$ cat src/inc/pwm_pkg.sv
// Constants, register map and carrier types for the 16-bit PWM timer
// Function
// - Modes 5,6,7,14,15 count up from zero to TOP, then restart.
// - Single-slope TOP is 0x00FF/0x01FF/0x03FF, capture top, or compare A.
// - Single-slope: after count equals TOP, counter clears on next tick.
// - Single-slope action 2 clears on match, sets at zero; 3 opposite.
// - Single-slope: overflow flag set on each tick the count reaches TOP.
// - Single-slope: compare A or capture flag set with overflow if TOP.
// - Any PWM mode: channel flag set whenever count equals its compare.
// - Fixed TOP modes mask compare bits above TOP width on writes.
// - Capture top acts at once; if below count, run to 0xFFFF and wrap.
// - PWM compare writes go to buffer; active compare stays undisturbed.
// - Single-slope: buffer copied to active compare at TOP match tick.
// - Single-slope: compare 0 gives one-tick spike; compare TOP constant.
// - Mode 15 action 1 toggles output A each match, buffered updates kept.
// - Modes 1,2,3,10,11 count 0 up to TOP then down to zero, repeating.
// - Dual TOP fixed or capture or compare A; held one tick at TOP.
// - Dual: non-inverting clears on up match, sets on down; inverting opposite.
// - Dual-slope: overflow flag set each time the counter reaches zero.
// - Dual: buffers load at TOP; compare A or capture flag set then.
// - Dual: compare zero keeps output low, TOP keeps high; inverted opposite.
// - Mode 11 with action 1 toggles output A on each match.
// - Action setting 0 leaves the output register untouched at match.
// - Reset clears each waveform output register to zero.
package pwm_pkg;
    localparam int CNT_W = 16;
    localparam logic [15:0] TOP_8BIT = 16'h00FF;
    localparam logic [15:0] TOP_9BIT = 16'h01FF;
    localparam logic [15:0] TOP_10BIT = 16'h03FF;
    localparam logic [15:0] COUNT_MAX = 16'hFFFF;
    localparam logic [15:0] COUNT_ZERO = 16'h0000;
    localparam logic [3:0] MODE_PC_CAP = 4'hA;
    localparam logic [3:0] MODE_PC_CMPA = 4'hB;
    localparam logic [3:0] MODE_FAST_CAP = 4'hE;
    localparam logic [3:0] MODE_FAST_CMPA = 4'hF;
    localparam logic [1:0] ACT_NONE = 2'h0;
    localparam logic [1:0] ACT_TOGGLE = 2'h1;
    localparam logic [1:0] ACT_NONINV = 2'h2;
    localparam logic [7:0] OFF_CTRL = 8'h00;
    localparam logic [7:0] OFF_COUNT = 8'h04;
    localparam logic [7:0] OFF_CMPA = 8'h08;
    localparam logic [7:0] OFF_CMPB = 8'h0C;
    localparam logic [7:0] OFF_CAPTOP = 8'h10;
    localparam logic [7:0] OFF_FLAGS = 8'h14;
    localparam logic [7:0] OFF_STATUS = 8'h18;
    localparam logic [9:0] DIV1_MASK = 10'h000;
    localparam logic [9:0] DIV8_MASK = 10'h007;
    localparam logic [9:0] DIV64_MASK = 10'h03F;
    localparam logic [9:0] DIV256_MASK = 10'h0FF;
    localparam logic [9:0] DIV1024_MASK = 10'h3FF;
    localparam logic [1:0] RESP_OKAY = 2'h0;
    localparam logic [1:0] RESP_SLVERR = 2'h2;
    typedef struct packed {
        logic [2:0] clk_sel;
        logic [1:0] pin_direction_bit;
        logic [1:0] output_action_select_b;
        logic [1:0] output_action_select_a;
        logic [3:0] waveform_mode_select;
    } ctrl_t;
    typedef struct packed {
        logic capture_flag;
        logic cmp_b_flag;
        logic cmp_a_flag;
        logic overflow_flag;
    } flags_t;
    localparam ctrl_t CTRL_RST = '0;
    localparam flags_t FLAGS_RST = '0;
    localparam logic [15:0] CAPTOP_RST = 16'h0000;
endpackage : pwm_pkg

$ cat src/verilog/timer16_pwm.sv
// 16-bit timer with single- and dual-slope PWM, AXI4-Lite registers
`timescale 1ns/1ps
module timer16_pwm (
    input wire logic clk,
    input wire logic rst,
    input wire logic [7:0] awaddr,
    input wire logic awvalid,
    output logic awready,
    input wire logic [31:0] wdata,
    input wire logic [3:0] wstrb,
    input wire logic wvalid,
    output logic wready,
    output logic [1:0] bresp,
    output logic bvalid,
    input wire logic bready,
    input wire logic [7:0] araddr,
    input wire logic arvalid,
    output logic arready,
    output logic [31:0] rdata,
    output logic [1:0] rresp,
    output logic rvalid,
    input wire logic rready,
    output logic waveform_output_a,
    output logic waveform_output_b,
    output logic waveform_oe_a,
    output logic waveform_oe_b
);
    localparam int NCH = 2;

    pwm_pkg::ctrl_t ctrl_r;
    pwm_pkg::flags_t flags_r;
    pwm_pkg::flags_t flags_set;
    logic [15:0] cnt_r;
    logic [15:0] cnt_nxt;
    logic up_r;
    logic [15:0] cap_top_r;
    logic [9:0] pre_r;
    logic [15:0] cmp_buf_r [NCH];
    logic [15:0] cmp_act_r [NCH];
    logic [NCH-1:0] out_r;
    logic [NCH-1:0] match;

    // AXI4-Lite slave state
    logic aw_got_r;
    logic w_got_r;
    logic [7:0] waddr_r;
    logic [31:0] wdata_r;
    logic [3:0] wstrb_r;

    function automatic logic [31:0] merge(input logic [31:0] old,
                                          input logic [31:0] nw,
                                          input logic [3:0] s);
        logic [31:0] m;
        m = {{8{s[3]}}, {8{s[2]}}, {8{s[1]}}, {8{s[0]}}};
        return (old & ~m) | (nw & m);
    endfunction : merge

    wire wr_fire = aw_got_r && w_got_r && !bvalid;
    wire [31:0] wmask = merge(32'h0000_0000, 32'hFFFF_FFFF, wstrb_r);
    wire wr_ctrl = wr_fire && (waddr_r == pwm_pkg::OFF_CTRL);
    wire wr_cap = wr_fire && (waddr_r == pwm_pkg::OFF_CAPTOP);
    wire wr_flags = wr_fire && (waddr_r == pwm_pkg::OFF_FLAGS);
    wire wr_ok = (waddr_r == pwm_pkg::OFF_CTRL)
              || (waddr_r == pwm_pkg::OFF_COUNT)
              || (waddr_r == pwm_pkg::OFF_CMPA)
              || (waddr_r == pwm_pkg::OFF_CMPB)
              || (waddr_r == pwm_pkg::OFF_CAPTOP)
              || (waddr_r == pwm_pkg::OFF_FLAGS)
              || (waddr_r == pwm_pkg::OFF_STATUS);

    // Mode decode
    wire [3:0] mode = ctrl_r.waveform_mode_select;
    wire fixed = !mode[3] && (mode[1:0] != 2'h0);
    wire fast = fixed ? mode[2] : (mode == pwm_pkg::MODE_FAST_CAP)
                || (mode == pwm_pkg::MODE_FAST_CMPA);
    wire dual = fixed ? !mode[2] : (mode == pwm_pkg::MODE_PC_CAP)
                || (mode == pwm_pkg::MODE_PC_CMPA);
    wire pwm = fast || dual;
    wire top_cap = (mode == pwm_pkg::MODE_FAST_CAP)
                || (mode == pwm_pkg::MODE_PC_CAP);
    wire top_cmpa = (mode == pwm_pkg::MODE_FAST_CMPA)
                 || (mode == pwm_pkg::MODE_PC_CMPA);
    wire [15:0] fix_top = (mode[1:0] == 2'h1) ? pwm_pkg::TOP_8BIT :
                          (mode[1:0] == 2'h2) ? pwm_pkg::TOP_9BIT :
                          pwm_pkg::TOP_10BIT;
    // Fixed and capture TOP apply at once; compare A TOP uses active copy
    wire [15:0] top = fixed ? fix_top :
                      top_cap ? cap_top_r :
                      top_cmpa ? cmp_act_r[0] : pwm_pkg::COUNT_MAX;
    wire [15:0] cmp_mask = fixed ? fix_top : pwm_pkg::COUNT_MAX;
    wire at_top = (cnt_r == top);
    wire at_zero = (cnt_r == pwm_pkg::COUNT_ZERO);

    // Prescaler tick
    wire run = (ctrl_r.clk_sel != 3'h0);
    wire [9:0] div_mask = (ctrl_r.clk_sel == 3'h1) ? pwm_pkg::DIV1_MASK :
                          (ctrl_r.clk_sel == 3'h2) ? pwm_pkg::DIV8_MASK :
                          (ctrl_r.clk_sel == 3'h3) ? pwm_pkg::DIV64_MASK :
                          (ctrl_r.clk_sel == 3'h4) ? pwm_pkg::DIV256_MASK :
                          pwm_pkg::DIV1024_MASK;
    wire tick = run && ((pre_r & div_mask) == div_mask);

    // Counter events
    wire fast_wrap = tick && fast && at_top;
    wire dual_peak = tick && dual && up_r && at_top;
    wire dual_floor = tick && dual && !up_r && at_zero;
    wire load = fast_wrap || dual_peak;
    wire free_wrap = tick && !pwm && (cnt_r == pwm_pkg::COUNT_MAX);

    always_comb begin
        cnt_nxt = cnt_r;
        if (!tick) begin
            cnt_nxt = cnt_r;
        end else if (fast) begin
            cnt_nxt = at_top ? pwm_pkg::COUNT_ZERO : 16'(cnt_r + 16'h1);
        end else if (dual && up_r) begin
            cnt_nxt = at_top ? 16'(cnt_r - 16'h1) : 16'(cnt_r + 16'h1);
        end else if (dual) begin
            cnt_nxt = at_zero ? 16'h0001 : 16'(cnt_r - 16'h1);
        end else begin
            cnt_nxt = 16'(cnt_r + 16'h1);
        end
    end

    always_ff @(posedge clk or posedge rst) begin
        if (rst) begin
            cnt_r <= 16'h0000;
            up_r <= 1'b1;
            pre_r <= 10'h000;
        end else begin
            cnt_r <= cnt_nxt;
            pre_r <= run ? 10'(pre_r + 10'h1) : 10'h000;
            if (!dual) begin
                up_r <= 1'b1;
            end else if (dual_peak) begin
                up_r <= 1'b0;
            end else if (dual_floor) begin
                up_r <= 1'b1;
            end
        end
    end

    // Compare channels
    genvar gi;
    generate
        for (gi = 0; gi < NCH; gi++) begin : g_ch
            wire [1:0] act = (gi == 0) ? ctrl_r.output_action_select_a
                                       : ctrl_r.output_action_select_b;
            wire [7:0] off = (gi == 0) ? pwm_pkg::OFF_CMPA
                                       : pwm_pkg::OFF_CMPB;
            wire wr_cmp = wr_fire && (waddr_r == off);
            wire [31:0] cmp_wr = merge({16'h0000, cmp_buf_r[gi]},
                                       wdata_r, wstrb_r);
            wire [15:0] cmp = cmp_act_r[gi];
            wire tgl = (gi == 0) && (act == pwm_pkg::ACT_TOGGLE)
                       && top_cmpa;
            wire pwm_act = act[1];
            wire dual_lvl = (cmp == top) ? 1'b1 :
                            (cmp == pwm_pkg::COUNT_ZERO) ? 1'b0 : !up_r;
            assign match[gi] = tick && (cnt_r == cmp);
            always_ff @(posedge clk or posedge rst) begin
                if (rst) begin
                    cmp_buf_r[gi] <= 16'h0000;
                    cmp_act_r[gi] <= 16'h0000;
                    out_r[gi] <= 1'b0;
                end else begin
                    if (wr_cmp) begin
                        cmp_buf_r[gi] <= cmp_wr[15:0] & cmp_mask;
                    end
                    if (load || !pwm) begin
                        cmp_act_r[gi] <= cmp_buf_r[gi];
                    end
                    // Set at zero wins over match so compare TOP is constant
                    if (fast && fast_wrap && pwm_act) begin
                        out_r[gi] <= !act[0];
                    end else if (fast && match[gi] && pwm_act) begin
                        out_r[gi] <= act[0];
                    end else if (dual && match[gi] && pwm_act) begin
                        out_r[gi] <= dual_lvl ^ act[0];
                    end else if (pwm && match[gi] && tgl) begin
                        out_r[gi] <= !out_r[gi];
                    end
                end
            end
        end
    endgenerate

    // Flags: hardware set wins over software clear
    always_comb begin
        flags_set.overflow_flag = fast_wrap || dual_floor || free_wrap;
        flags_set.cmp_a_flag = match[0] || (load && top_cmpa);
        flags_set.cmp_b_flag = match[1];
        flags_set.capture_flag = load && top_cap;
    end

    always_ff @(posedge clk or posedge rst) begin
        if (rst) begin
            ctrl_r <= pwm_pkg::CTRL_RST;
            flags_r <= pwm_pkg::FLAGS_RST;
            cap_top_r <= pwm_pkg::CAPTOP_RST;
        end else begin
            if (wr_ctrl) begin
                ctrl_r <= 13'(merge({19'h0, ctrl_r}, wdata_r, wstrb_r));
            end
            if (wr_cap) begin
                cap_top_r <= 16'(merge({16'h0, cap_top_r}, wdata_r,
                                       wstrb_r));
            end
            flags_r <= (wr_flags ? (flags_r & ~wdata_r[3:0] & ~wmask[3:0])
                                 | (flags_r & ~(wdata_r[3:0] & wmask[3:0]))
                                 : flags_r) | flags_set;
        end
    end

    // AXI4-Lite write channel
    assign awready = !aw_got_r && !bvalid;
    assign wready = !w_got_r && !bvalid;
    always_ff @(posedge clk or posedge rst) begin
        if (rst) begin
            aw_got_r <= 1'b0;
            w_got_r <= 1'b0;
            waddr_r <= 8'h00;
            wdata_r <= 32'h0000_0000;
            wstrb_r <= 4'h0;
            bvalid <= 1'b0;
            bresp <= pwm_pkg::RESP_OKAY;
        end else begin
            if (awvalid && awready) begin
                aw_got_r <= 1'b1;
                waddr_r <= {awaddr[7:2], 2'b00};
            end
            if (wvalid && wready) begin
                w_got_r <= 1'b1;
                wdata_r <= wdata;
                wstrb_r <= wstrb;
            end
            if (wr_fire) begin
                aw_got_r <= 1'b0;
                w_got_r <= 1'b0;
                bvalid <= 1'b1;
                bresp <= wr_ok ? pwm_pkg::RESP_OKAY : pwm_pkg::RESP_SLVERR;
            end else if (bvalid && bready) begin
                bvalid <= 1'b0;
            end
        end
    end

    // AXI4-Lite read channel
    wire [7:0] raddr = {araddr[7:2], 2'b00};
    wire rd_ok = (raddr == pwm_pkg::OFF_CTRL) || (raddr == pwm_pkg::OFF_COUNT)
              || (raddr == pwm_pkg::OFF_CMPA) || (raddr == pwm_pkg::OFF_CMPB)
              || (raddr == pwm_pkg::OFF_CAPTOP)
              || (raddr == pwm_pkg::OFF_FLAGS)
              || (raddr == pwm_pkg::OFF_STATUS);
    wire [31:0] rd_val =
        (raddr == pwm_pkg::OFF_CTRL) ? {19'h0, ctrl_r} :
        (raddr == pwm_pkg::OFF_COUNT) ? {16'h0, cnt_r} :
        (raddr == pwm_pkg::OFF_CMPA) ? {16'h0, cmp_buf_r[0]} :
        (raddr == pwm_pkg::OFF_CMPB) ? {16'h0, cmp_buf_r[1]} :
        (raddr == pwm_pkg::OFF_CAPTOP) ? {16'h0, cap_top_r} :
        (raddr == pwm_pkg::OFF_FLAGS) ? {28'h0, flags_r} :
        (raddr == pwm_pkg::OFF_STATUS) ? {29'h0, !up_r, out_r} :
        32'h0000_0000;
    assign arready = !rvalid;
    always_ff @(posedge clk or posedge rst) begin
        if (rst) begin
            rvalid <= 1'b0;
            rdata <= 32'h0000_0000;
            rresp <= pwm_pkg::RESP_OKAY;
        end else if (arvalid && arready) begin
            rvalid <= 1'b1;
            rdata <= rd_val;
            rresp <= rd_ok ? pwm_pkg::RESP_OKAY : pwm_pkg::RESP_SLVERR;
        end else if (rvalid && rready) begin
            rvalid <= 1'b0;
        end
    end

    assign waveform_output_a = out_r[0];
    assign waveform_output_b = out_r[1];
    assign waveform_oe_a = ctrl_r.pin_direction_bit[0]
                           && (ctrl_r.output_action_select_a != 2'h0);
    assign waveform_oe_b = ctrl_r.pin_direction_bit[1]
                           && (ctrl_r.output_action_select_b != 2'h0);

    // Checks
    AST_FAST_CLEAR: assert property (@(posedge clk) disable iff (rst)
        fast_wrap |=> cnt_r == 16'h0000)
        else $error("count not cleared after TOP");
    AST_FAST_OVF: assert property (@(posedge clk) disable iff (rst)
        fast_wrap |=> flags_r.overflow_flag)
        else $error("overflow flag missing at TOP");
    AST_DUAL_HOLD: assert property (@(posedge clk) disable iff (rst)
        dual_peak |=> !up_r && cnt_r == 16'($past(cnt_r) - 16'h1))
        else $error("dual slope did not reverse at TOP");
    AST_DUAL_OVF: assert property (@(posedge clk) disable iff (rst)
        dual_floor |=> flags_r.overflow_flag && up_r)
        else $error("overflow flag missing at zero");
    AST_LOAD: assert property (@(posedge clk) disable iff (rst)
        (load && !wr_fire) |=> cmp_act_r[0] == $past(cmp_buf_r[0]))
        else $error("buffered compare not loaded at TOP");
    AST_NO_LOAD: assert property (@(posedge clk) disable iff (rst)
        (pwm && !load && $past(pwm)) |=> $stable(cmp_act_r[1]))
        else $error("active compare changed between TOPs");
    AST_CMP_FLAG: assert property (@(posedge clk) disable iff (rst)
        match[1] |=> flags_r.cmp_b_flag)
        else $error("compare flag B not set on match");
    AST_HOLD: assert property (@(posedge clk) disable iff (rst)
        !tick |=> cnt_r == $past(cnt_r))
        else $error("counter moved without tick");
    AST_ACT0: assert property (@(posedge clk) disable iff (rst)
        ctrl_r.output_action_select_a == pwm_pkg::ACT_NONE
        |=> out_r[0] == $past(out_r[0]))
        else $error("output changed with action zero");
    AST_FAST_SET: assert property (@(posedge clk) disable iff (rst)
        (fast_wrap && ctrl_r.output_action_select_a == pwm_pkg::ACT_NONINV)
        |=> out_r[0])
        else $error("non-inverting output not set at zero");
    COV_FAST_WRAP: cover property (@(posedge clk) disable iff (rst)
        fast_wrap ##1 cnt_r == 16'h0000);
    COV_DUAL_CYCLE: cover property (@(posedge clk) disable iff (rst)
        dual_peak ##[1:1000] dual_floor);
    COV_TOGGLE: cover property (@(posedge clk) disable iff (rst)
        match[0] && g_ch[0].tgl ##1 out_r[0] != $past(out_r[0]));
endmodule : timer16_pwm

$ cat config.mk
export PLATFORM = sky130hd
export DESIGN_NAME = timer16_pwm
export DESIGN_NICKNAME = d
export VERILOG_FILES = /design/src/inc/pwm_pkg.sv /design/src/verilog/timer16_pwm.sv
export SDC_FILE = /design/constraint.sdc
export NUM_CORES = 1
export LEC_CHECK = 0
export ABC_AREA = 1
export BUFFER_PORTS_ARGS = -buffer_cell sky130_fd_sc_hd__buf_2
export CAP_MARGIN = 25
export CORE_MARGIN = 10
export CORE_UTILIZATION = 30
export DETAILED_ROUTE_END_ITERATION = 8
export RECOVER_POWER = 25
export SLEW_MARGIN = 20
export SYNTH_ARGS = -nofsm -noshare
export SYNTH_HDL_FRONTEND = slang
export SYNTH_SLANG_ARGS = --single-unit
$ cat constraint.sdc
create_clock -name clk -period 13.9 [get_ports clk]
set_input_delay 1.39 -clock clk [delete_from_list [all_inputs] [get_ports clk]]
set_output_delay 1.39 -clock clk [all_outputs]
set_load 0.01 [all_outputs]
Yosys cells after proc, flatten, opt, wreduce, memory -nomap -nowiden
Cells that the tools add are included.

word-level totals
  input bits = 59
  flip-flop bits (word level) = 190
  output and inout bits = 45
  logic and storage cells = 232

cells by class
  bitwise gates (word level) = 24
  reduce and logical (&&, ||, !) cells = 94
  equality and inequality tests = 31
  add/subtract/negate cells = 3
  multiplexer cells = 51

operator list
  operator                 count
  $mux W16                 15
  $and A16 B16 Y16         6
  $eq A16 B16 Y1           5
  $mux W10                 7
  $logic_not A16 Y1        3
  $or A16 B16 Y16          3
  $logic_and A1 B1 Y1      46
  $eq A6 B3 Y1 const B     6
  $eq A6 B2 Y1 const B     4
  $mux W1                  24
  $logic_or A1 B1 Y1       22
  $add A16 B1 Y16 const B  1
  $and A4 B4 Y4            4
  $eq A16 B16 Y1 const B   1
  $eq A4 B4 Y1 const B     4
  $logic_not A8 Y1         2
  $not A16 Y16             1
  $sub A16 B1 Y16 const B  1
  $reduce_bool A2 Y1       7
  $and A13 B13 Y13         1
  $or A13 B13 Y13          1
  $eq A6 B1 Y1 const B     2
  $not A4 Y4               3
  $logic_not A1 Y1         11
  16 further kinds         23

Logic depth before layout (Yosys ltp)
  depth in word-level cells = 15
  mapped depth = 22
  mapped depth without buffers = 21

Worst setup path after synthesis
Ideal clock, no wire load.

  kind = input to register
  start = input araddr[7]
  end = register rdata[13]
  library setup time = 0.083 ns
  data required time = 13.817 ns
  buffers on the path = 1
  data arrival time = 2.672 ns
  path slack = 11.145 ns
  cell stages on the path = 10
  cell sequence = nor2_1 -> nand2_1 -> nor2_1 -> nand2_1 -> nor2_1 -> clkbuf_1 -> nand2_1 -> o21ai_0 -> o22ai_1 -> o21ai_0

between the ends
  word-level cells in the longest chain between the ends = 6
  elaborated cells between the ends (all ways) = 10
  classes of those cells = eq/ne: 4; mux: 5; reduce/logical: 1

RTL lines
  element                 line                RTL
  start: declaration      timer16_pwm.sv:16   input wire logic [7:0] araddr,
  $eq A6 B3 Y1            timer16_pwm.sv:260  (raddr == pwm_pkg::OFF_CAPTOP) ? {16'h0, cap_top_r} :
  $mux W16                timer16_pwm.sv:260
  $mux W16                timer16_pwm.sv:259  (raddr == pwm_pkg::OFF_CMPB) ? {16'h0, cmp_buf_r[1]} :
  $mux W16                timer16_pwm.sv:258  (raddr == pwm_pkg::OFF_CMPA) ? {16'h0, cmp_buf_r[0]} :
  $mux W16                timer16_pwm.sv:257  (raddr == pwm_pkg::OFF_COUNT) ? {16'h0, cnt_r} :
  $mux W16 (*)            timer16_pwm.sv:256  (raddr == pwm_pkg::OFF_CTRL) ? {19'h0, ctrl_r} :
  end signal: assignment  timer16_pwm.sv:272  rdata <= rd_val;
  end: declaration        timer16_pwm.sv:19   output logic [31:0] rdata,

Mark *: on every way between the ends. The rest lies on a longest branch, timed or not.
A chain may end at the register's enable or synchronous reset.

==> impl_summary.md <==
Clocking
The clock latency on the worst-skew pair is about 0.44 ns. Clock-pin slew was measured on the worst setup and hold paths at ~0.06 ns. The longest clock path from root to sink contains 2 buffers. TritonCTS built the clock tree.

Once the clock tree was built, the resizer swapped 0 gates to a different size. The library cell used as clock root buffer is sky130_fd_sc_hd__clkbuf_16. The H-tree was split into 4 levels.

The post-CTS setup-driven buffer insertion count is 0. The count of hold-fix buffers inserted at cts is 0. The number of clock buffers added by TritonCTS is 17. Counting every sink on the clock net gives roughly 170.

Detailed routing
After detailed routing, the average wire length per cell comes to 16.7 µm. The number of detailed-routing iterations run before antenna repair is 5. For this block, the via count after detailed routing is 9,241. The initial detailed-routing violation count is roughly 780. The post-route antenna net violation count is 0. The number of vias per cell after detailed routing is about 4.9. In the routed design, unresolved DRC markers number 0.

The aggregate routed wire length is a little over 30 mm.

Synthesis
During synthesis, Yosys emitted a total of 0 warnings. Averaged over all synthesized cells, the footprint is 7.57 µm². The count of unique library cells instantiated by Yosys is 56.

In the post-synthesis netlist, the biggest area contributors are sky130_fd_sc_hd__dfrtp_1 (41%), sky130_fd_sc_hd__nand2_1 (13%), sky130_fd_sc_hd__o21ai_0 (5.4%). The top cell type by total area after synthesis is sky130_fd_sc_hd__dfrtp_1. Counting flops with an async set or reset pin after synthesis yields a share of 100%. The portion of synthesized cell area occupied by the leading cell type is between 40% and 50%. The dominant synthesized flop cell is sky130_fd_sc_hd__dfrtp_1.

The proportion of synthesized chip area in sequential cells is 41.6%. The number of standard cells after synthesis is 1,368. Counting flops with a built-in enable in the synthesized netlist gives 0.

Synthesis inferred around 170 register bits. The netlist area before placement is 10,400 µm².

Floorplanning
104 I/O pins were placed. The die area is 42,300 µm². The area of the core region is 33,800 µm². The chip height is between 200 and 250 µm. The number of cell rows is 67. The overall die width is 206 µm. The effective utilization at floorplan is between 30% and 40%.

STA
The final max-slew violation count came to 63. Headroom to the max-slew limit came out at -84.5%. The worst-case clock skew is a little under 0.01 ns.

The worst setup slack after layout is 9.75 ns. The number of failing hold endpoints at the final stage came to 0. For the final routed database, the setup TNS stands at 0 ns. The clock period could shrink to between 4 and 5 ns.

The setup violation total in the final timing report is 0. Based on the critical path, the design can be clocked at up to ~240 MHz. For the pin with the worst max-slew slack, the measured transition is around 2.8 ns. The share of the clock period used by the worst path is 29.9%. Setup repair after global routing left no endpoint under its margin. The worst hold slack across all endpoints is between 0.4 and 0.5 ns.

Min path
In this run the worst hold path is classified as reg -> reg.

Setup path
The data required time of the worst path is 14.39 ns. STA classifies the critical path endpoint as an asynchronous set/reset pin. The type of origin of the critical path is an input pin. The slowest stage cell on the critical path is sky130_fd_sc_hd__clkinvlp_2. At the worst endpoint, the arrival time is 4.64 ns.

Grouping stages by cell kind, the critical path spends the most delay in buffers and inverters. Counting stages on the worst path, the most repeated cell is sky130_fd_sc_hd__buf_4. The longest individual stage delay on the worst path is ~1.6 ns. Walking the worst path, the cells encountered are buf_2 > clkinvlp_2 > buf_4 > buf_4. The count of buffer and inverter cells on the critical path is 4. The peak fanout along the critical path is 62. Setup slack on the worst reg-to-reg path comes out at roughly 10 ns. The critical path is of the in -> async type.

Global routing
The via count of the first global-routing pass is 8,947. Global routing consumed, over all layers together, 14.9% of the routing resources. The number of antenna violations at the first check in global routing is 2. The first global-routing pass estimated roughly 50 mm of wire. Entering global routing, the biggest net connects 65 pins.

The overflow left after global routing is 0.

Run
The count of maximum capacitance violations is 2.

Placed design
Port buffering added 63 buffers. The detailed placement HPWL is 23.8 mm. The setup slack at placement is 10.42 ns. Routability-driven placement finished with a final weighted congestion of roughly 0.94.

Cells and area
The final layout net count is 1,473. The top cell types in the final layout, fill and taps aside, are sky130_fd_sc_hd__nand2_1 (346), sky130_fd_sc_hd__dfrtp_1 (171), sky130_fd_sc_hd__inv_1 (134). The library cell used most frequently in the layout, excluding fill and tap cells, is sky130_fd_sc_hd__nand2_1. The number of antenna diodes in the final layout is 0. The ratio of cells with drive above 1 in the final layout is 12.1%.

The relative area change from synthesis to final layout is 11.2%.

Pwr
The leakage power is 5.31 nW. IR analysis of the VDD net gives a maximum drop of ~0.000086 V. For this design the ratio of total power to cell area is 172 nW/µm².

Status
The final reports fail on max-capacitance violations, max-slew violations. The run finished, with violations left.
cell usage after synthesis (8+ instances only):
cell type / n
sky130_fd_sc_hd__nand3_1: 84
sky130_fd_sc_hd__dfrtp_1: 171
sky130_fd_sc_hd__nor3_1: 23
sky130_fd_sc_hd__clkbuf_1: 37
sky130_fd_sc_hd__a31oi_1: 10
sky130_fd_sc_hd__nand2_2: 23
sky130_fd_sc_hd__o21ai_0: 112
sky130_fd_sc_hd__nand3_2: 11
sky130_fd_sc_hd__a22oi_1: 11
sky130_fd_sc_hd__buf_4: 18
sky130_fd_sc_hd__nand2_1: 346
sky130_fd_sc_hd__o21ai_2: 18
sky130_fd_sc_hd__inv_1: 135
sky130_fd_sc_hd__xor2_1: 45
sky130_fd_sc_hd__nand4_1: 35
sky130_fd_sc_hd__a21oi_1: 62
sky130_fd_sc_hd__o21ai_1: 13
sky130_fd_sc_hd__nor2_1: 112
sky130_fd_sc_hd__nor4_1: 8
worst paths after layout:
kind | cells past startpoint | start | end
min in group asynchronous | 2 | rst | pre_r[5]$_DFF_PP0_
hold / removal | 1 | pre_r[0]$_DFF_PP0_ | pre_r[0]$_DFF_PP0_
setup / recovery | 4 | rst | wdata_r[4]$_DFFE_PP0P_
setup reg to reg | 19 | register | g_ch[1].cmp[6]$_DFFE_PP0P_
max in group clk | 19 | register | g_ch[1].cmp[6]$_DFFE_PP0P_
hold reg to reg | 1 | pre_r[0]$_DFF_PP0_ | pre_r[0]$_DFF_PP0_
cell families after synthesis:
group / share of synthesized area, %
AOI/OAI and AO/OA: 15.4
xor gates and xnor gates: 4.06
adders and majority gates: 0.846
buffers and inverters: 9.21
DFF: 41.6
muxes: 0.435
other: 0.0362
and+or+nand+nor: 28.4
where the power goes:
part	switching [mW]	internal (mW)
sequential	0.151	0.637
clock	0.210	0.266
combinational	0.476	0.241
final cells by class:
cell class | count | area (µm²)
inverter | 144 | 547
fill | 3566 | 22300
clock buffer | 20 | 437
sequential | 172 | 4310
timing repair buffer | 70 | 368
multi-input combinational | 1002 | 5160
clock inverter | 12 | 134
tap | 448 | 561
stage by stage:
step	instances	total power [mW]	instance area (µm²)	util, %
final	1868	1.98	11500	34.1
after global routing	1868	2.12	11500	34.1
after CTS	1867	1.99	11500	34.1
after detailed placement	1835	1.51	10900	32.4
after global placement	1834	1.50	10900	32.3
after floorplan	1385	1.29	10400	-
routing by layer:
layer	share of wire, %	GRT usage (%)	up-vias
li1	-	-	4569
met1	47	20.2	4365
met2	45	23.7	265
met3	4.9	2.17	38
met4	2.4	5.24	4
met5	0.067	0	-
No activity file was read; power rests on OpenSTA's default activity.
